## config.mk

```make
export PLATFORM = sky130hd
export DESIGN_NAME = crg_top
export DESIGN_NICKNAME = d
export VERILOG_FILES = /design/src/core/crg_pkg.sv /design/src/core/crg_sync.sv /design/src/core/crg_divider.sv /design/src/core/crg_top.sv
export SDC_FILE = /design/constraint.sdc
export NUM_CORES = 1
export LEC_CHECK = 0
export BUFFER_PORTS_ARGS = -buffer_cell sky130_fd_sc_hd__clkbuf_2
export CAP_MARGIN = 40
export CORE_MARGIN = 2
export CORE_UTILIZATION = 65
export CTS_BUF_LIST = sky130_fd_sc_hd__clkbuf_8
export CTS_CLUSTER_SIZE = 25
export DETAILED_ROUTE_END_ITERATION = 16
export PLACE_DENSITY_LB_ADDON = 0.05
export SYNTH_ARGS = -nofsm -noshare
export SYNTH_HDL_FRONTEND = slang
export SYNTH_HIERARCHICAL = 1
export SYNTH_SLANG_ARGS = --single-unit
```

## constraint.sdc

```tcl
create_clock -name clk_in -period 17.2 [get_ports clk_in]
set_input_delay 1.72 -clock clk_in [delete_from_list [all_inputs] [get_ports clk_in]]
set_output_delay 1.72 -clock clk_in [all_outputs]
set_load 0.02 [all_outputs]
```

## src/core/crg_pkg.sv

```systemverilog
// constants for the clock and reset generator
package crg_pkg;
  // register bus widths
  localparam int CRG_AW = 4;
  localparam int CRG_DW = 8;
  // register offsets
  localparam logic [3:0] CRG_SYNTH = 4'h0;
  localparam logic [3:0] CRG_REFDIV = 4'h1;
  localparam logic [3:0] CRG_VCO_POST_DIVIDER = 4'h2;
  localparam logic [3:0] CRG_FLAGS = 4'h3;
  localparam logic [3:0] CRG_IRQEN = 4'h4;
  localparam logic [3:0] CRG_SYSTEM_CLOCK_SELECT = 4'h5;
  localparam logic [3:0] CRG_LOOPCTL = 4'h6;
  localparam logic [3:0] CRG_TICK = 4'h7;
  localparam logic [3:0] CRG_WDCTL = 4'h8;
  localparam logic [3:0] CRG_WDSVC = 4'h9;
  localparam logic [3:0] CRG_WAKE = 4'hA;
  // field positions
  localparam int CRG_FLD_HI = 7; // gain, filter range
  localparam int CRG_FLD_LO = 6;
  localparam int CRG_MOD_HI = 5;
  localparam int CRG_MOD_LO = 4;
  localparam int CRG_LOOP_EN = 6;
  localparam int CRG_TICKIF = 7;
  localparam int CRG_LOCKIF = 4;
  localparam int CRG_LOCK = 3;
  localparam int CRG_ILLEGAL_ADDRESS_RESET_FLAG = 2;
  localparam int CRG_IRQ_RSV = 6;
  localparam int CRG_LOOPSEL = 7;
  localparam int CRG_OSC_ON = 6;
  localparam int CRG_LATCHED_OSCILLATOR_CONFIG = 5;
  localparam int CRG_DECIMAL = 7;
  localparam int CRG_WD_WIN = 7;
  // reset values, masks and watchdog codes
  localparam logic [7:0] CRG_ZERO = 8'h00;
  localparam logic [7:0] CRG_IRQEN_MASK = 8'hBF;
  localparam logic [7:0] CRG_LOOPCTL_MASK = 8'h70;
  localparam logic [7:0] CRG_WDCTL_MASK = 8'h87;
  localparam logic [7:0] CRG_NV_ERASED = 8'hFF;
  localparam logic [7:0] CRG_WD_ARM = 8'h55;
  localparam logic [7:0] CRG_WD_KICK = 8'hAA;
  // prescaler shapes
  localparam int CRG_TICK_W = 23;
  localparam int CRG_BIN_BASE = 8;
  localparam logic [22:0] CRG_DEC_STEP [8] = '{
    23'h000000, 23'h0003E8, 23'h0007D0, 23'h001388,
    23'h002710, 23'h004E20, 23'h00C350, 23'h078000};
  localparam int CRG_WD_W = 21;
  localparam int CRG_WD_BASE = 13;
  localparam int CRG_WAKE_W = 17;
  // rc oscillator tick period, 0.2 ms
  localparam int CRG_RC_TICK_US = 200;
  // stop mode states
  typedef enum logic [1:0] {
    CRG_RUN = 2'b00,
    CRG_STOP = 2'b01,
    CRG_FAST = 2'b10
  } crg_mode_e;
endpackage

```

## src/core/crg_sync.sv

```systemverilog
// two-stage synchroniser for pin inputs
`timescale 1ns/10ps
module crg_sync #(
  parameter int W = 1
) (
  // clock and reset
  input wire logic clk_in,
  input wire logic rst_in,
  // levels
  input wire logic [W-1:0] d_in,
  output logic [W-1:0] q_out
);
  logic [W-1:0] meta;

  // first stage feeds only the second
  always_ff @(posedge clk_in) begin
    if (rst_in) begin
      meta <= '0;
      q_out <= '0;
    end else begin
      meta <= d_in;
      q_out <= meta;
    end
  end
endmodule // crg_sync

```

## src/core/crg_divider.sv

```systemverilog
// reloadable down counter giving one pulse per ratio steps
`timescale 1ns/10ps
module crg_divider #(
  parameter int W = 8
) (
  // clock and reset
  input wire logic clk_in,
  input wire logic rst_in,
  // control
  input wire logic run_in,
  input wire logic step_in,
  input wire logic [W-1:0] ratio_m1_in,
  // result
  output logic pulse_out
);
  logic [W-1:0] count;

  // new ratio takes effect at the next reload, avoiding short periods
  always_ff @(posedge clk_in) begin
    if (rst_in || !run_in) begin
      count <= '0;
      pulse_out <= 1'b0;
    end else if (step_in) begin
      pulse_out <= (count == '0);
      count <= (count == '0) ? ratio_m1_in : count - 1'b1;
    end else begin
      pulse_out <= 1'b0;
    end
  end
endmodule // crg_divider

```

## src/core/crg_top.sv

```systemverilog
// clock and reset generator register file, dividers, watchdog, wake
//
// Added by the designer: the register offsets and the address-and-strobe port.
`timescale 1ns/10ps
module crg_top
  import crg_pkg::*;
(
  // clock and reset
  input wire logic clk_in,
  input wire logic rst_in,
  // register port
  input wire logic [CRG_AW-1:0] addr_in,
  input wire logic [CRG_DW-1:0] wdata_in,
  input wire logic wr_in,
  input wire logic rd_in,
  output logic [CRG_DW-1:0] rdata_out,
  // pins and system events
  input wire logic lock_in,
  input wire logic wake_pin_in,
  input wire logic rc_osc_in,
  input wire logic osc_config_in,
  input wire logic [7:0] wd_nv_in,
  input wire logic illegal_addr_in,
  input wire logic stop_req_in,
  // loop settings
  output logic [1:0] vco_gain_out,
  output logic [1:0] filter_range_out,
  output logic [5:0] multiplier_out,
  output logic [5:0] ref_div_out,
  output logic loop_enable_out,
  output logic mod_en_out,
  output logic [1:0] mod_amp_out,
  // clocks, ticks, resets and power
  output logic loop_clk_out,
  output logic tick_out,
  output logic wdog_reset_out,
  output logic osc_enable_out,
  output logic clk_from_loop_out,
  output logic cpu_run_out
);
  logic [7:0] synth, refdiv, vco_post_divider, flags, irqen, system_clock_select;
  logic [7:0] loopctl, tickctl, wdctl, wakectl;
  logic [CRG_DW-1:0] next_rdata;
  logic [2:0] pins;
  logic locked, wake_pin, rc_lvl, rc_prev, rc_edge, lock_prev;
  logic latched_oscillator_config, boot;
  logic post_pulse, tick_pulse, rc_wake;
  logic [CRG_TICK_W-1:0] next_tick_ratio;
  logic [CRG_WAKE_W-1:0] next_wake_ratio;
  logic [2:0] wd_rate;
  logic wd_window, wd_armed;
  logic [CRG_WD_W-1:0] wd_cnt, wd_limit;
  logic wr_svc;
  crg_mode_e mode;

  // pin levels cross into the clock domain
  crg_sync #(.W(3)) u_sync (
    .clk_in(clk_in),
    .rst_in(rst_in),
    .d_in({lock_in, wake_pin_in, rc_osc_in}),
    .q_out(pins)
  );
  assign locked = pins[2];
  assign wake_pin = pins[1];
  assign rc_lvl = pins[0];
  assign rc_edge = rc_lvl && !rc_prev;
  assign wr_svc = wr_in && (addr_in == CRG_WDSVC);

  // plain read-write loop, tick and wake setup registers
  always_ff @(posedge clk_in) begin
    if (rst_in) begin
      synth <= CRG_ZERO;
      refdiv <= CRG_ZERO;
      vco_post_divider <= CRG_ZERO;
      tickctl <= CRG_ZERO;
      wakectl <= CRG_ZERO;
    end else if (wr_in) begin
      case (addr_in)
        CRG_SYNTH: synth <= wdata_in;
        CRG_REFDIV: refdiv <= wdata_in;
        CRG_VCO_POST_DIVIDER: vco_post_divider <= wdata_in;
        CRG_TICK: tickctl <= wdata_in;
        CRG_WAKE: wakectl <= wdata_in;
        default: ;
      endcase
    end
  end

  // loop control keeps only enable and modulation bits
  always_ff @(posedge clk_in) begin
    if (rst_in) begin
      loopctl <= CRG_ZERO;
      irqen <= CRG_ZERO;
    end else if (wr_in && addr_in == CRG_LOOPCTL) begin
      loopctl <= wdata_in & CRG_LOOPCTL_MASK;
    end else if (wr_in && addr_in == CRG_IRQEN) begin
      irqen <= wdata_in & CRG_IRQEN_MASK;
    end
  end

  // setting outputs; only the modulation pair is registered so it follows its code
  always_ff @(posedge clk_in) begin
    if (rst_in) begin
      mod_en_out <= 1'b0;
      mod_amp_out <= 2'b00;
    end else begin
      mod_en_out <= |loopctl[CRG_MOD_HI:CRG_MOD_LO];
      mod_amp_out <= loopctl[CRG_MOD_HI:CRG_MOD_LO];
    end
  end
  assign vco_gain_out = synth[CRG_FLD_HI:CRG_FLD_LO];
  assign filter_range_out = refdiv[CRG_FLD_HI:CRG_FLD_LO];
  assign multiplier_out = synth[5:0];
  assign ref_div_out = refdiv[5:0];
  assign loop_enable_out = loopctl[CRG_LOOP_EN];

  // boot capture one edge after reset release; straps never in reset path
  always_ff @(posedge clk_in) begin
    if (rst_in) begin
      boot <= 1'b1;
      latched_oscillator_config <= 1'b0;
    end else if (boot) begin
      boot <= 1'b0;
      latched_oscillator_config <= osc_config_in;
    end
  end

  // clock select: bit 5 is never written
  always_ff @(posedge clk_in) begin
    if (rst_in) begin
      system_clock_select <= CRG_ZERO;
    end else if (wr_in && addr_in == CRG_SYSTEM_CLOCK_SELECT) begin
      system_clock_select[CRG_LOOPSEL] <= wdata_in[CRG_LOOPSEL];
      system_clock_select[CRG_OSC_ON] <= wdata_in[CRG_OSC_ON];
    end else if (mode != CRG_RUN) begin
      // a restart left from an earlier wake must not end the next fast wake
      system_clock_select[CRG_OSC_ON] <= 1'b0;
    end
  end

  // sticky flags, write one to clear, a new event wins
  always_ff @(posedge clk_in) begin
    if (rst_in) begin
      flags <= CRG_ZERO;
      lock_prev <= 1'b0;
      rc_prev <= 1'b0;
    end else begin
      lock_prev <= locked;
      rc_prev <= rc_lvl;
      if (wr_in && addr_in == CRG_FLAGS) begin
        flags[CRG_TICKIF] <= flags[CRG_TICKIF] & ~wdata_in[CRG_TICKIF];
        flags[CRG_LOCKIF] <= flags[CRG_LOCKIF] & ~wdata_in[CRG_LOCKIF];
        flags[CRG_ILLEGAL_ADDRESS_RESET_FLAG] <= flags[CRG_ILLEGAL_ADDRESS_RESET_FLAG] & ~wdata_in[CRG_ILLEGAL_ADDRESS_RESET_FLAG];
      end
      if (tick_pulse) begin
        flags[CRG_TICKIF] <= 1'b1;
      end
      if (locked != lock_prev) begin
        flags[CRG_LOCKIF] <= 1'b1;
      end
      if (illegal_addr_in) begin
        flags[CRG_ILLEGAL_ADDRESS_RESET_FLAG] <= 1'b1;
      end
    end
  end

  // post divider: a pulse every vco_post_divider+1 vco edges toggles the output
  crg_divider #(.W(8)) u_post (
    .clk_in(clk_in),
    .rst_in(rst_in),
    .run_in(loopctl[CRG_LOOP_EN]),
    .step_in(1'b1),
    .ratio_m1_in(vco_post_divider),
    .pulse_out(post_pulse)
  );
  always_ff @(posedge clk_in) begin
    if (rst_in || !loopctl[CRG_LOOP_EN]) begin
      loop_clk_out <= 1'b0;
    end else if (post_pulse) begin
      loop_clk_out <= ~loop_clk_out;
    end
  end

  // tick ratio; exponent zero stops the prescaler as before
  always_comb begin
    if (tickctl[CRG_DECIMAL]) begin
      next_tick_ratio = CRG_TICK_W'((tickctl[3:0] + 5'h01)
        * CRG_DEC_STEP[tickctl[6:4]]) - 1'b1;
    end else begin
      next_tick_ratio = (CRG_TICK_W'(tickctl[3:0] + 5'h01)
        << (tickctl[6:4] + CRG_BIN_BASE)) - 1'b1;
    end
  end
  crg_divider #(.W(CRG_TICK_W)) u_tick (
    .clk_in(clk_in),
    .rst_in(rst_in),
    .run_in(|tickctl[6:4]),
    .step_in(1'b1),
    .ratio_m1_in(next_tick_ratio),
    .pulse_out(tick_pulse)
  );
  always_ff @(posedge clk_in) begin
    if (rst_in) begin
      tick_out <= 1'b0;
    end else begin
      tick_out <= tick_pulse;
    end
  end

  // rc wake interval counts 0.2 ms rc ticks, only while stopped
  always_comb begin
    next_wake_ratio = (CRG_WAKE_W'(wakectl[3:0] + 5'h01)
      << (wakectl[7:4] - 4'h1)) - 1'b1;
  end
  crg_divider #(.W(CRG_WAKE_W)) u_wake (
    .clk_in(clk_in),
    .rst_in(rst_in),
    .run_in((|wakectl[7:4]) && mode == CRG_STOP),
    .step_in(rc_edge),
    .ratio_m1_in(next_wake_ratio),
    .pulse_out(rc_wake)
  );

  // stop mode sequencing; wake runs from the loop with the crystal off
  always_ff @(posedge clk_in) begin
    if (rst_in) begin
      mode <= CRG_RUN;
    end else begin
      case (mode)
        CRG_RUN: if (stop_req_in) mode <= CRG_STOP;
        CRG_STOP: if (wake_pin || rc_wake) mode <= CRG_FAST;
        CRG_FAST: begin
          if (stop_req_in) begin
            mode <= CRG_STOP;
          end else if (system_clock_select[CRG_OSC_ON]) begin
            mode <= CRG_RUN;
          end
        end
        default: mode <= CRG_RUN;
      endcase
    end
  end

  // power and clock source outputs follow the mode
  always_ff @(posedge clk_in) begin
    if (rst_in) begin
      osc_enable_out <= 1'b1;
      cpu_run_out <= 1'b1;
      clk_from_loop_out <= 1'b0;
    end else begin
      osc_enable_out <= (mode == CRG_RUN);
      cpu_run_out <= (mode != CRG_STOP);
      clk_from_loop_out <= (mode == CRG_FAST) ||
        (system_clock_select[CRG_LOOPSEL] && locked);
    end
  end

  // watchdog setup: from flash at boot, then writable only while off
  always_ff @(posedge clk_in) begin
    if (rst_in) begin
      wd_rate <= 3'h0;
      wd_window <= 1'b0;
    end else if (boot) begin
      if (wd_nv_in == CRG_NV_ERASED) begin
        wd_rate <= 3'h0;
        wd_window <= 1'b0;
      end else begin
        wd_rate <= wd_nv_in[2:0];
        wd_window <= wd_nv_in[CRG_WD_WIN];
      end
    end else if (wr_in && addr_in == CRG_WDCTL && wd_rate == 3'h0) begin
      wd_rate <= wdata_in[2:0];
      wd_window <= wdata_in[CRG_WD_WIN];
    end
  end
  assign wdctl = {wd_window, 4'h0, wd_rate};
  assign wd_limit = CRG_WD_W'(1) << (wd_rate + CRG_WD_BASE);

  // watchdog counter; bad or early service resets like a timeout
  always_ff @(posedge clk_in) begin
    if (rst_in || wd_rate == 3'h0) begin
      wd_cnt <= '0;
      wd_armed <= 1'b0;
      wdog_reset_out <= 1'b0;
    end else begin
      wdog_reset_out <= 1'b0;
      wd_cnt <= wd_cnt + 1'b1;
      if (wd_cnt >= wd_limit - 1'b1) begin
        wdog_reset_out <= 1'b1;
        wd_cnt <= '0;
      end else if (wr_svc && wdata_in == CRG_WD_ARM) begin
        wd_armed <= 1'b1;
      end else if (wr_svc && wdata_in == CRG_WD_KICK && wd_armed &&
          (!wd_window || wd_cnt >= wd_limit - (wd_limit >> 2))) begin
        wd_armed <= 1'b0;
        wd_cnt <= '0;
      end else if (wr_svc) begin
        wdog_reset_out <= 1'b1;
        wd_armed <= 1'b0;
        wd_cnt <= '0;
      end
    end
  end

  // read mux; unmapped offsets read zero
  always_comb begin
    case (addr_in)
      CRG_SYNTH: next_rdata = synth;
      CRG_REFDIV: next_rdata = refdiv;
      CRG_VCO_POST_DIVIDER: next_rdata = vco_post_divider;
      CRG_FLAGS: next_rdata = {flags[7:4], locked, flags[2:0]};
      CRG_IRQEN: next_rdata = irqen;
      CRG_SYSTEM_CLOCK_SELECT: next_rdata = {system_clock_select[7:6], latched_oscillator_config, system_clock_select[4:0]};
      CRG_LOOPCTL: next_rdata = loopctl;
      CRG_TICK: next_rdata = tickctl;
      CRG_WDCTL: next_rdata = wdctl;
      CRG_WAKE: next_rdata = wakectl;
      default: next_rdata = CRG_ZERO;
    endcase
  end
  always_ff @(posedge clk_in) begin
    if (rst_in) begin
      rdata_out <= CRG_ZERO;
    end else if (rd_in) begin
      rdata_out <= next_rdata;
    end else begin
      rdata_out <= CRG_ZERO;
    end
  end
endmodule // crg_top

```

# Yosys cells after proc, flatten, opt, wreduce, memory -nomap -nowiden
# Memory sizes are Yosys's and may differ from the RTL's.
# Index checks and enable logic that the tools add are counted.
# W data, S select, Z words.
dict set report totals {
  romBits 184
  elab_cells 182
  in_bits 30
  output_inout_bits 34
  regBits 161
  mem_count 1
}
# memory words width rd rd_ports_with_merged_regs write_ports line
set mem_list {}
lappend mem_list {{(no name shown)} 8 23 1 0 0 crg_top.sv:188} ;# * CRG_DEC_STEP[tickctl[6:4]]) - 1'b1;
dict set report classes {
  shift 3
  n_eq_ne 20
  magnitude_cmp 3
  muxes 37
  n_mul 1
  bitwise 12
  n_reduce_logical 53
  add_sub_neg 14
}
# op count
set ops {}
lappend ops {{$mux W23} 4}
lappend ops {{$pmux W8 S10} 1}
lappend ops {{$sub A23 B1 Y23 const B} 3}
lappend ops {{$mux W21} 3}
lappend ops {{$ge A21 B21 Y1} 2}
lappend ops {{$sub A17 B1 Y17 const B} 2}
lappend ops {{$logic_not A23 Y1} 1}
lappend ops {{$mul A23 B23 Y23} 1}
lappend ops {{$shl A5 B5 Y23} 1}
lappend ops {{$add A21 B1 Y21 const B} 1}
lappend ops {{$shl A1 B5 Y21 const A} 1}
lappend ops {{$sub A21 B1 Y21 const B} 1}
lappend ops {{$sub A21 B19 Y21} 1}
lappend ops {{$mux W1} 19}
lappend ops {{$logic_not A17 Y1} 1}
lappend ops {{$mux W17} 1}
lappend ops {{$shl A5 B4 Y17} 1}
lappend ops {{$eq A4 B3 Y1 const B} 4}
lappend ops {{$eq A8 B8 Y1 const B} 2}
lappend ops {{$logic_and A1 B1 Y1} 14}
lappend ops {{$reduce_and A2 Y1} 7}
lappend ops {{$eq A4 B4 Y1 const B} 3}
lappend ops {{$reduce_bool A2 Y1} 6}
lappend ops {{$add A3 B4 Y5 const B} 2}
lappend ops {{other kinds (31)} 61}

# Logic depth before layout (Yosys ltp)
# Gate-level depths: netlist of run 1.
dict set report logic_depth {
  ltp_word 9
  mapped_depth 24
  mapped_depth_nobuf 23
}

# Hierarchy
# The synthesis of run 1 kept the hierarchy.
# mod cells_per_inst seq_area_each_um2 area_per_inst_um2 instances
set by_module_without_submodules {}
lappend by_module_without_submodules {crg_top 1393 2082.0 10879.2 1}
lappend by_module_without_submodules {{crg_divider (u_tick)} 196 480.5 1566.5 1}
lappend by_module_without_submodules {{crg_divider (u_wake)} 137 360.3 1142.3 1}
lappend by_module_without_submodules {{crg_divider (u_post)} 69 180.2 569.3 1}
lappend by_module_without_submodules {crg_sync 12 120.1 157.7 1}

# Worst setup path before layout of run 1
# Ideal clock, no wire load.
dict set report synth_path {
  path_kind {register -> register}
  start {register tickctl[4]}
  end {register u_tick.count[19]}
  setup_ns 0.124
  n_path_buf 1
  path_stages_with_launch 23
  arrival_ns 5.678
  synth_period_minus_slack_ns 5.802
  setup_slack_ns 11.398
  required_ns 17.076
  path_cell_list {dfxtp_1 > buf_2 > clkinv_1 > ha_1 > mux2_2 > and2_1 > fa_1 > inv_1 > fa_1 > fa_1 > inv_1 > ha_1 > nor2b_1 > o31a_1 > o41ai_1 > o21ai_0 > a21oi_1 > a21oi_1 > xor2_1 > mux2_2 > o31a_1 > o21ai_0 > a21oi_1}
}
dict set report synth_between {
  elab_chain_len 8
  word_cells_on_any_way 14
  cone_classes {add/sub: 3; mul: 1; shift: 1; mux: 4; bitwise: 1; reduce/logical: 3; memory: 1}
}
# item line
set synth_rtl {}
lappend synth_rtl {{start, declared} crg_top.sv:42} ;# logic [7:0] loopctl, tickctl, wdctl, wakectl;
lappend synth_rtl {{start signal, assigned} crg_top.sv:82} ;# CRG_TICK: tickctl <= wdata_in;
lappend synth_rtl {{$not A3 Y4 (not written as such)} crg_top.sv:188}
lappend synth_rtl {{$mem_v2 Z8 W23} -}
lappend synth_rtl {{$mux W23 (not written as such) (2 in series)} crg_top.sv:188}
lappend synth_rtl {{$mul A23 B23 Y23} crg_top.sv:188}
lappend synth_rtl {{$sub A23 B1 Y23} crg_top.sv:188}
lappend synth_rtl {{$mux W23 (*)} crg_top.sv:186} ;# if (tickctl[CRG_DECIMAL]) begin
lappend synth_rtl {{net next_tick_ratio[19]} crg_top.sv:48} ;# logic [CRG_TICK_W-1:0] next_tick_ratio;
lappend synth_rtl {{$mux W23 (*)} crg_divider.sv:25} ;# count <= (count == '0) ? ratio_m1_in : count - 1'b1;
lappend synth_rtl {{end signal, assigned} crg_divider.sv:25}
lappend synth_rtl {{end, declared} crg_divider.sv:16} ;# logic [W-1:0] count;
# The timed path passes the listed nets; every way through them passes the cells marked *. The select of a mux whose other input is x is not followed.
# A chain may end at the register's enable or synchronous reset.

# Final worst setup path of run 1
# Same ends and word-level chain as after synthesis.

==> flow_metrics.tcl, run 1 <==
set metrics [dict create \
    antenna_found_initial 0 \
    cts_buffers 17 \
    cts_hold_buf 0 \
    via_per_inst 6.30 \
    cts-root-buf "clkbuf_8" \
    ys_async_sr_fraction 0 \
    hold_violations 0 \
    finClkSkew_ns 0.0254 \
    cpMaxStageDelayCell "dfxtp_1" \
    worstHoldStart "u_sync/meta[0]$_SDFF_PP0_" \
    netlist_instances 1807 \
    route.detailed.drc 0 \
    clkPwrFrac 0.360 \
    crit_chain "clkinv_1 -> ha_1 -> mux2_2 -> and2_1 -> fa_1 -> inv_1 -> fa_1 -> fa_1 -> inv_1 -> ha_1 -> nor2b_1 -> o31a_1 -> o41ai_1 -> o21ai_0 -> a21oi_1 -> a21oi_1 -> xor2_1 -> mux2_2 -> o31a_1 -> o21ai_0 -> a21oi_1" \
    netSwitchingFraction 0.332 \
    cp_slowest_stage_delay_ns 0.82 \
    dieArea_um2 23200 \
    worst_pin_slew_ns 0.891 \
    slew_headroom 0.405 \
    slew_violations 0 \
    crit_fanout 25 \
    hold_depth 1 \
    drive_above_1_share 0.0902 \
    power_frac_comb 0.197 \
    cts_tree "done" \
    io_buffers 63 \
    required_ns 17.58 \
    n_antenna_cell 0 \
    rr_startpoint "tickctl[4]$_SDFFE_PP0P_" \
    path_clk_slew_ns 0.12 \
    hpwl_um 27500 \
    rows 54 \
    drv_cap 0 \
    cp-start-kind "register" \
    critPathKind "register to register" \
    dp_slack_ns 10.36 \
    drtPass1Iterations 5 \
    status "finished clean" \
    pin_count 64 \
    period_minus_slack_ns 6.95 \
    ys_seq_elements 161 \
    globalplace.congestion 0.922 \
    core-area_um2 21700 \
    num-fill-cells 1852 \
    yosys_warnings 6 \
    wl_per_cell_um 17.5 \
    grt_util_all_layers 0.314 \
    synth.avg_cell_area_um2 7.92 \
    globalRouteOverflowTotal 0 \
    power_w 0.000874 \
    synthFlopType "dfxtp_1" \
    finalWirelength_um 37000 \
    postRouteAntennaNets 0 \
    yosysSeqAreaShare 0.225 \
    grt_pass1_vias 12500 \
    cts-resized-gates 0 \
    max_freq_mhz 144 \
    clk_latency_ns 0.49 \
    post-cts-setup-buffers 0 \
    yosysUniqueCellTypes 107 \
    area_growth_pct 5.52 \
    hold_end "u_sync/q_out[0]$_SDFF_PP0_" \
    placed_cells 2077 \
    dr.first_iter.drc_count 1146 \
    fin_util 0.696 \
    pwr_density_cell_nw_per_um2 57.9 \
    cts.sink_count 161 \
    hp-class "register to register" \
    worst_slack_ns 10.25 \
    leakagePower_nw 6.61 \
    grt_pass1_wl_um 61500 \
    r2r_slack_ns 10.25 \
    cts_buffer_depth 2 \
    die_h_um 152 \
    crit_path_end_kind "register" \
    layout.cells.non_filler 2110 \
    finalSetupViolCount 0 \
    seq_power_share 0.443 \
    nets 2004 \
    rsz0062_at_grt "false" \
    netlist_area_um2 14300 \
    reg2reg_to "u_tick/count[19]$_SDFFE_PP0P_" \
    fin_crit_sh 0.404 \
    floorplan.die.width_um 152 \
    p_sw_w 0.000290 \
    grt_max_degree 56 \
    start_util 0.660 \
    cp.arrival_ns 7.33 \
    num_vias 13300 \
    ir_worst_vdd_mv 0.0486 \
    htree_levels 4 \
    synth-edff-count 0 \
    p_int_w 0.000584 \
    worstRegToRegCells 21 \
    finalSetupTns_ns 0 \
]
-- routing by layer --
metal / part of all wire / up-vias / GRT usage
met2: 0.48 / 413 / 0.522
met3: 0.055 / 73 / 0.0424
met5: 0 / - / 0
li1: - / 6468 / -
met4: 0.025 / 0 / 0.0961
met1: 0.44 / 6344 / 0.427
-- flip-flops by register name (all words and copies together) (netlist names), 2 cells and up --
name / cells
synth: 8
u_sync/q_out: 3
u_wake/count: 17
tickctl: 8
system_clock_select: 2
irqen: 7
mode: 2
wd_rate: 3
wd_cnt: 21
loopctl: 3
u_post/count: 8
mod_amp_out: 2
flags: 3
u_tick/count: 23
wakectl: 8
rdata_out: 8
refdiv: 8
vco_post_divider: 8
u_sync/meta: 3
-- layout by cell type (no fill, tap or decap), drive strengths merged, types with 11 or more instances in the layout --
cell	synthesis	layout
mux2	11	11
dfxtp	161	161
mux2i	63	63
nor2b	45	45
nor2	202	202
a21oi	84	84
o21a	12	12
conb	2	15
or3	17	17
fa	46	46
xor2	31	31
nand4	25	25
a21o	19	19
inv	117	125
o21ai	77	77
buf	27	12
ha	111	111
o22ai	12	12
nor3	43	43
clkbuf	69	79
nand2b	23	23
nand3	89	89
nor4	19	19
a211oi	19	19
and3	22	22
nand2	170	170
a31oi	31	31
xnor2	44	44
or2	13	13
-- cell families (layout without fill, tap and decap cells) --
| family | Yosys count | after routing | share of synthesized area |
|---|---|---|---|
| AO/OA/AOI/OAI | 382 | 382 | 0.180 |
| buffers and inverters | 215 | 225 | 0.0625 |
| AND/OR/NAND/NOR | 741 | 741 | 0.270 |
| flip-flops | 161 | 161 | 0.225 |
| adder cells (fa/ha/maj) | 157 | 157 | 0.161 |
| other | 2 | 15 | 0.000525 |
| XOR/XNOR | 75 | 75 | 0.0475 |
| multiplexers | 74 | 74 | 0.0527 |
-- worst max-delay path, delay by kind of cell, from the launching register on --
family	cells	cell delay, ns
and+or+nand+nor	2	0.34
DFF	1	0.82
AOI/OAI and AO/OA	8	1.96
muxes	2	0.62
buffers and inverters	3	0.59
xor gates and xnor gates	1	0.14
adders and majority gates	5	2.37
-- layout make-up --
cell class / count / area (um2) / share of cell area
repair buffers: 74 / 395 / 0.0262
clock buffers: 17 / 234 / 0.0155
well taps: 280 / 350 / 0.0232
inverters: 119 / 447 / 0.0296
multi-input cells: 1444 / 10200 / 0.678
clock inverters: 15 / 209 / 0.0138
flip-flops and latches: 161 / 3220 / 0.213
-- cell usage after synthesis, drive strengths merged (31+ instances only) --
cell / number / share of area
inv: 117 / 0.031
clkbuf: 69 / 0.020
nor3: 43 / 0.017
xnor2: 44 / 0.028
nor2b: 45 / 0.020
nand3: 89 / 0.031
a31oi: 31 / 0.014
nand2: 170 / 0.045
fa: 46 / 0.064
o21ai: 77 / 0.027
xor2: 31 / 0.019
a21oi: 84 / 0.029
dfxtp: 161 / 0.23
ha: 111 / 0.097
mux2i: 63 / 0.044
nor2: 202 / 0.053
-- power groups by stage --
stage          clock (W)  sequential [W]  combinational (W)
2_1_floorplan          0        0.000391           0.000133
3_3_place_gp           0        0.000395           0.000164
3_5_place_dp           0        0.000395           0.000168
4_1_cts         0.000319        0.000387           0.000169
5_1_grt         0.000331        0.000388           0.000191
6_report        0.000315        0.000387           0.000172
-- per-stage QoR --
| step | hold WS, ns | cell area (um2) |
|---|---|---|
| final | 0.447 | 15100 |
| after detailed placement | 0.424 | 14700 |
| after CTS | 0.445 | 15100 |
| after floorplan | 0.414 | 14400 |
| after global routing | 0.460 | 15100 |
| after global placement | 0.420 | 14600 |
-- worst max-delay path by stage --
stage / slack, ns / start / cells past startpoint / to
detailed placement: 10.36 / tickctl[4]$_SDFFE_PP0P_ / 21 / u_tick/count[19]$_SDFFE_PP0P_
global placement: 10.53 / tickctl[4]$_SDFFE_PP0P_ / 21 / u_tick/count[19]$_SDFFE_PP0P_
finish: 10.25 / tickctl[4]$_SDFFE_PP0P_ / 21 / u_tick/count[19]$_SDFFE_PP0P_
CTS: 10.34 / tickctl[4]$_SDFFE_PP0P_ / 21 / u_tick/count[19]$_SDFFE_PP0P_
global route: 9.77 / tickctl[4]$_SDFFE_PP0P_ / 21 / u_tick/count[19]$_SDFFE_PP0P_
floorplan: 11.40 / tickctl[4]$_SDFFE_PP0P_ / 22 / u_tick/count[19]$_SDFFE_PP0P_
Power figures use the tool's default switching activity.
==> inputs of run 2 (changes only) <==
Clock period 17.2 ns to 6.4 ns, I/O delays scaled along.
==> run 2 against run 1 <==
Compared with the run above: via count grew 1.0%; wire length increased by 3.0%; worst setup slack got worse by 9.8 ns; non-clock buffer count grew 11; global-route usage rose by 1.2 points; cell area up 0.44%; critical path depth unchanged; largest power group unchanged; highest routed layer unchanged.
==> flow_metrics.tcl, run 2 (synthesis results as in run 1) <==
set metrics [dict create \
    status "finished clean" \
    grt_pass1_vias 12900 \
    core-area_um2 21700 \
    r2r_slack_ns 0.45 \
    leakagePower_nw 6.65 \
    cts_tree "done" \
    wl_per_cell_um 17.9 \
    grt_util_all_layers 0.326 \
    worstHoldStart "lock_in" \
    layout.cells.non_filler 2121 \
    hold_end "u_sync/meta[2]$_SDFF_PP0_" \
    antenna_found_initial 0 \
    finalSetupTns_ns 0 \
    cpMaxStageDelayCell "fa_1" \
    via_per_inst 6.34 \
    slew_headroom 0.406 \
    route.detailed.drc 0 \
    postRouteAntennaNets 0 \
    final_area_um2 15200 \
    cts-root-buf "clkbuf_8" \
    finClkSkew_ns 0.0184 \
    finalSetupViolCount 0 \
    fin_hold_ws_ns 0.360 \
    reg_top3 "u_tick/count: 23 flops, wd_cnt: 21 flops, u_wake/count: 17 flops" \
    io_buffers 63 \
    final_common_cell "nor2_1" \
    critPathKind "register to register" \
    ir_worst_vdd_mv 0.121 \
    cts_buffer_depth 2 \
    worst_pin_slew_ns 0.890 \
    path_clk_slew_ns 0.11 \
    drtPass1Iterations 6 \
    pin_count 64 \
    cp_slowest_stage_delay_ns 0.55 \
    regMostFlops "u_tick/count" \
    dieArea_um2 23200 \
    fin_util 0.699 \
    reg2reg_to "u_tick/count[19]$_SDFFE_PP0P_" \
    rows 54 \
    finalWirelength_um 38100 \
    crit_fanout 6 \
    cts_hold_buf 0 \
    drive_above_1_share 0.0961 \
    slew_violations 0 \
    clk_latency_ns 0.49 \
    largest_reg_flops 23 \
    drv_cap 0 \
    rr_startpoint "tickctl[4]$_SDFFE_PP0P_" \
    cp.arrival_ns 6.32 \
    hold_depth 2 \
    cts_buffers 17 \
    fin_crit_sh 0.930 \
    globalRouteOverflowTotal 0 \
    max_freq_mhz 168 \
    n_antenna_cell 0 \
    postPlaceCellArea_um2 14700 \
    required_ns 6.77 \
    nets 2015 \
    area_growth_pct 5.98 \
    start_util 0.660 \
    crit_chain "clkinv_1 -> ha_1 -> mux2_2 -> and2_1 -> fa_1 -> inv_1 -> fa_1 -> fa_1 -> inv_1 -> ha_1 -> nor2b_1 -> o31a_1 -> o41ai_1 -> o21ai_0 -> a21oi_1 -> a21oi_1 -> xor2_1 -> mux2_2 -> o31a_1 -> o21ai_0 -> a21oi_1" \
    die_h_um 152 \
    period_minus_slack_ns 5.95 \
    floorplan.die.width_um 152 \
    hold_violations 0 \
    hp-class "primary input to register" \
    hpwl_um 28400 \
    layout_common_cells "201 x nor2_1, 169 x nand2_1, 161 x dfxtp_1" \
    dr.first_iter.drc_count 1273 \
    placed_cells 2089 \
    rsz0062_at_grt "false" \
    grt_max_degree 47 \
    num_vias 13400 \
    worstRegToRegCells 21 \
    cp-start-kind "register" \
    cts.sink_count 161 \
    htree_levels 4 \
    globalplace.congestion 0.943 \
    crit_path_end_kind "register" \
    pwr_density_cell_nw_per_um2 153 \
    grt_pass1_wl_um 63500 \
]
## run 2: per-stage QoR
stage	worst slack, ns	power [W]
after floorplan	0.598	0.00141
after global placement	0.656	0.00151
after detailed placement	0.535	0.00152
after CTS	0.515	0.00232
after global routing	0.0222	0.00242
final	0.446	0.00233
## run 2: worst max-delay path by stage
stage / to / startpoint / slack [ns] / depth (start not counted)
final: u_tick/count[19]$_SDFFE_PP0P_ / tickctl[4]$_SDFFE_PP0P_ / 0.45 / 21
after global routing: u_tick/count[19]$_SDFFE_PP0P_ / tickctl[5]$_SDFFE_PP0P_ / 0.02 / 21
after CTS: u_tick/count[19]$_SDFFE_PP0P_ / tickctl[5]$_SDFFE_PP0P_ / 0.51 / 21
after detailed placement: u_tick/count[19]$_SDFFE_PP0P_ / tickctl[4]$_SDFFE_PP0P_ / 0.54 / 21
after global placement: u_tick/count[19]$_SDFFE_PP0P_ / tickctl[4]$_SDFFE_PP0P_ / 0.66 / 21
after floorplan: u_tick/count[19]$_SDFFE_PP0P_ / tickctl[4]$_SDFFE_PP0P_ / 0.60 / 22
## run 2: cell type report
type | count | area [um2]
clock buffer | 17 | 234
tap | 280 | 350
timing repair buffer | 85 | 480
inverter | 119 | 447
multi-input combinational | 1444 | 10200
sequential | 161 | 3220
clock inverter | 15 | 189
fill | 1856 | 6520
## run 2: worst max-delay path: cells and delay by family (launching register included)
family | cells | cell delay [ns]
AND/OR/NAND/NOR | 2 | 0.36
multiplexers | 2 | 0.61
adder cells (fa/ha/maj) | 5 | 2.22
AO/OA/AOI/OAI | 8 | 1.96
buffers and inverters | 3 | 0.17
XOR/XNOR | 1 | 0.14
flip-flops | 1 | 0.35
## run 2: power by group
group	switching [W]	leakage [nW]	internal [W]	total [W]
clock	0.000482	0.209	0.000334	0.000815
sequential	0.0000146	1.30	0.00102	0.00103
combinational	0.000296	5.14	0.000183	0.000479
## run 2: metal layers
metal | track usage | part of all wire | vias up
li1 | - | - | 6493
met1 | 0.428 | 0.43 | 6313
met2 | 0.542 | 0.47 | 529
met3 | 0.0441 | 0.061 | 102
met4 | 0.137 | 0.034 | 0
met5 | 0 | 0 | -
## run 2: what timing repair did
item,4_1_cts,5_1_grt
endpoints found under the hold margin,0,0
endpoints found under the setup margin,0,1
setup buffers,0,0
gates resized for setup,0,1
==> inputs of run 3 (changes only) <==
==> constraint.sdc (replaced) <==
create_clock -name clk_in -period 6.4 [get_ports clk_in]
set_input_delay 0.32 -clock clk_in [delete_from_list [all_inputs] [get_ports clk_in]]
set_output_delay 0.32 -clock clk_in [all_outputs]
set_load 0.02 [all_outputs]
==> run 3 against run 2 <==
Compared with the run above: count of clock-buffer cells in the layout unchanged; utilization about the same; clock power is 0.5% lower; final cell count stayed put; hold slack lost 0.31 ns; global-route usage is 0.41 points lower.
==> flow_metrics.tcl, run 3 (synthesis results as in run 1) <==
set metrics [dict create \
    status "finished clean" \
    htree_levels 4 \
    hold_violations 0 \
    hpwl_um 28100 \
    seq_power_share 0.445 \
    grt_pass1_vias 12800 \
    pwr_density_cell_nw_per_um2 153 \
    wl_per_cell_um 17.7 \
    num_vias 13400 \
    n_antenna_cell 0 \
    floorplan.die.width_um 152 \
    pin_count 64 \
    cts_hold_buf 0 \
    critPathKind "register to register" \
    fin_crit_sh 0.937 \
    cts_buffer_depth 2 \
    path_clk_slew_ns 0.11 \
    finalSetupViolCount 0 \
    period_minus_slack_ns 6.00 \
    reg_top3 "u_tick/count: 23 flops, wd_cnt: 21 flops, u_wake/count: 17 flops" \
    clkPwrFrac 0.350 \
    finalSetupTns_ns 0 \
    slew_headroom 0.349 \
    drtPass1Iterations 6 \
    regMostFlops "u_tick/count" \
    clk_latency_ns 0.49 \
    drv_cap 0 \
    rsz0062_at_grt "false" \
    crit_fanout 6 \
    postRouteAntennaNets 0 \
    final_area_um2 15200 \
    ir_worst_vdd_mv 0.121 \
    cts_buffers 17 \
    postPlaceCellArea_um2 14700 \
    grt_pass1_wl_um 62800 \
    area_growth_pct 5.97 \
    slew_violations 0 \
    cts-resized-gates 0 \
    max_freq_mhz 167 \
    required_ns 6.77 \
    largest_reg_flops 23 \
    power_frac_comb 0.206 \
    worst_pin_slew_ns 0.952 \
    finalWirelength_um 37400 \
    globalRouteOverflowTotal 0 \
    hp-class "primary input to register" \
    finClkSkew_ns 0.0207 \
    drive_above_1_share 0.0956 \
    rows 54 \
    crit_path_end_kind "register" \
    p_sw_w 0.000786 \
    leakagePower_nw 6.65 \
    cts.sink_count 161 \
    grt_max_degree 49 \
    p_int_w 0.00153 \
    final_common_cell "nor2_1" \
    io_buffers 63 \
    die_h_um 152 \
    cp-start-kind "register" \
    grt_util_all_layers 0.322 \
    route.detailed.drc 0 \
    antenna_found_initial 0 \
    globalplace.congestion 0.939 \
    via_per_inst 6.31 \
    cts_tree "done" \
    dieArea_um2 23200 \
    start_util 0.660 \
    cts-root-buf "clkbuf_8" \
    netSwitchingFraction 0.339 \
    post-cts-setup-buffers 0 \
    dr.first_iter.drc_count 1182 \
    layout_common_cells "201 x nor2_1, 169 x nand2_1, 161 x dfxtp_1" \
    cp.arrival_ns 6.37 \
    nets 2015 \
    core-area_um2 21700 \
]
run 3: changes by cell type in the layout (fill, tap and decap cells not counted):
cell | previous run | this run
and3_1 | 20 | 21
and3_2 | 2 | 1
run 3: metal layers:
| metal | GRT usage | up-vias | routed length, um |
|---|---|---|---|
| li1 | - | 6495 | - |
| met1 | 0.424 | 6340 | 16300 |
| met2 | 0.548 | 475 | 18000 |
| met3 | 0.0449 | 77 | 2210 |
| met4 | 0.103 | 0 | 935 |
| met5 | 0 | - | 0 |
run 3: layout make-up:
type	count	area (um2)
clock inverters	15	189
flip-flops and latches	161	3220
fillers	1840	6520
well taps	280	350
inverters	119	447
clock buffers	17	234
multi-input cells	1444	10200
repair buffers	85	480
run 3: worst max-delay path: stages (launching register included):
cell and delay (ns):
dfxtp_1 0.35, clkinv_1 0.10, ha_1 0.39, mux2_2 0.35
and2_1 0.19, fa_1 0.50, inv_1 0.05, fa_1 0.46
fa_1 0.54, inv_1 0.04, ha_1 0.32, nor2b_1 0.17
o31a_1 0.28, o41ai_1 0.53, o21ai_0 0.35, a21oi_1 0.26
a21oi_1 0.11, xor2_1 0.14, mux2_2 0.26, o31a_1 0.29
o21ai_0 0.15, a21oi_1 0.06
run 3: power groups by stage:
stage | sequential [W] | combinational (W) | clock [W]
global placement | 0.00105 | 0.000456 | 0
global route | 0.00103 | 0.000526 | 0.000862
CTS | 0.00103 | 0.000469 | 0.000823
detailed placement | 0.00105 | 0.000466 | 0
floorplan | 0.00105 | 0.000357 | 0
finish | 0.00103 | 0.000477 | 0.000811
run 3: final timing paths:
| kind | from | endpoint | slack (ns) | cells past startpoint |
|---|---|---|---|---|
| hold / removal | lock_in | u_sync/meta[2]$_SDFF_PP0_ | 0.05 | 2 |
| setup reg to reg | tickctl[4]$_SDFFE_PP0P_ | u_tick/count[19]$_SDFFE_PP0P_ | 0.40 | 21 |
| setup / recovery | tickctl[4]$_SDFFE_PP0P_ | u_tick/count[19]$_SDFFE_PP0P_ | 0.40 | 21 |
| hold reg to reg | u_sync/meta[0]$_SDFF_PP0_ | u_sync/q_out[0]$_SDFF_PP0_ | 0.46 | 1 |
run 3: per-stage QoR:
stage | std cells | hold WS [ns] | power [W] | worst slack [ns] | util
after floorplan | 1820 | 0.348 | 0.00141 | 0.598 | -
after global routing | 2121 | 0.0533 | 0.00242 | 0.0594 | 0.699
after CTS | 2121 | 0.0394 | 0.00232 | 0.523 | 0.699
final | 2121 | 0.0521 | 0.00232 | 0.403 | 0.699
after detailed placement | 2089 | 0.429 | 0.00152 | 0.560 | 0.680
after global placement | 2086 | 0.417 | 0.00151 | 0.642 | 0.679
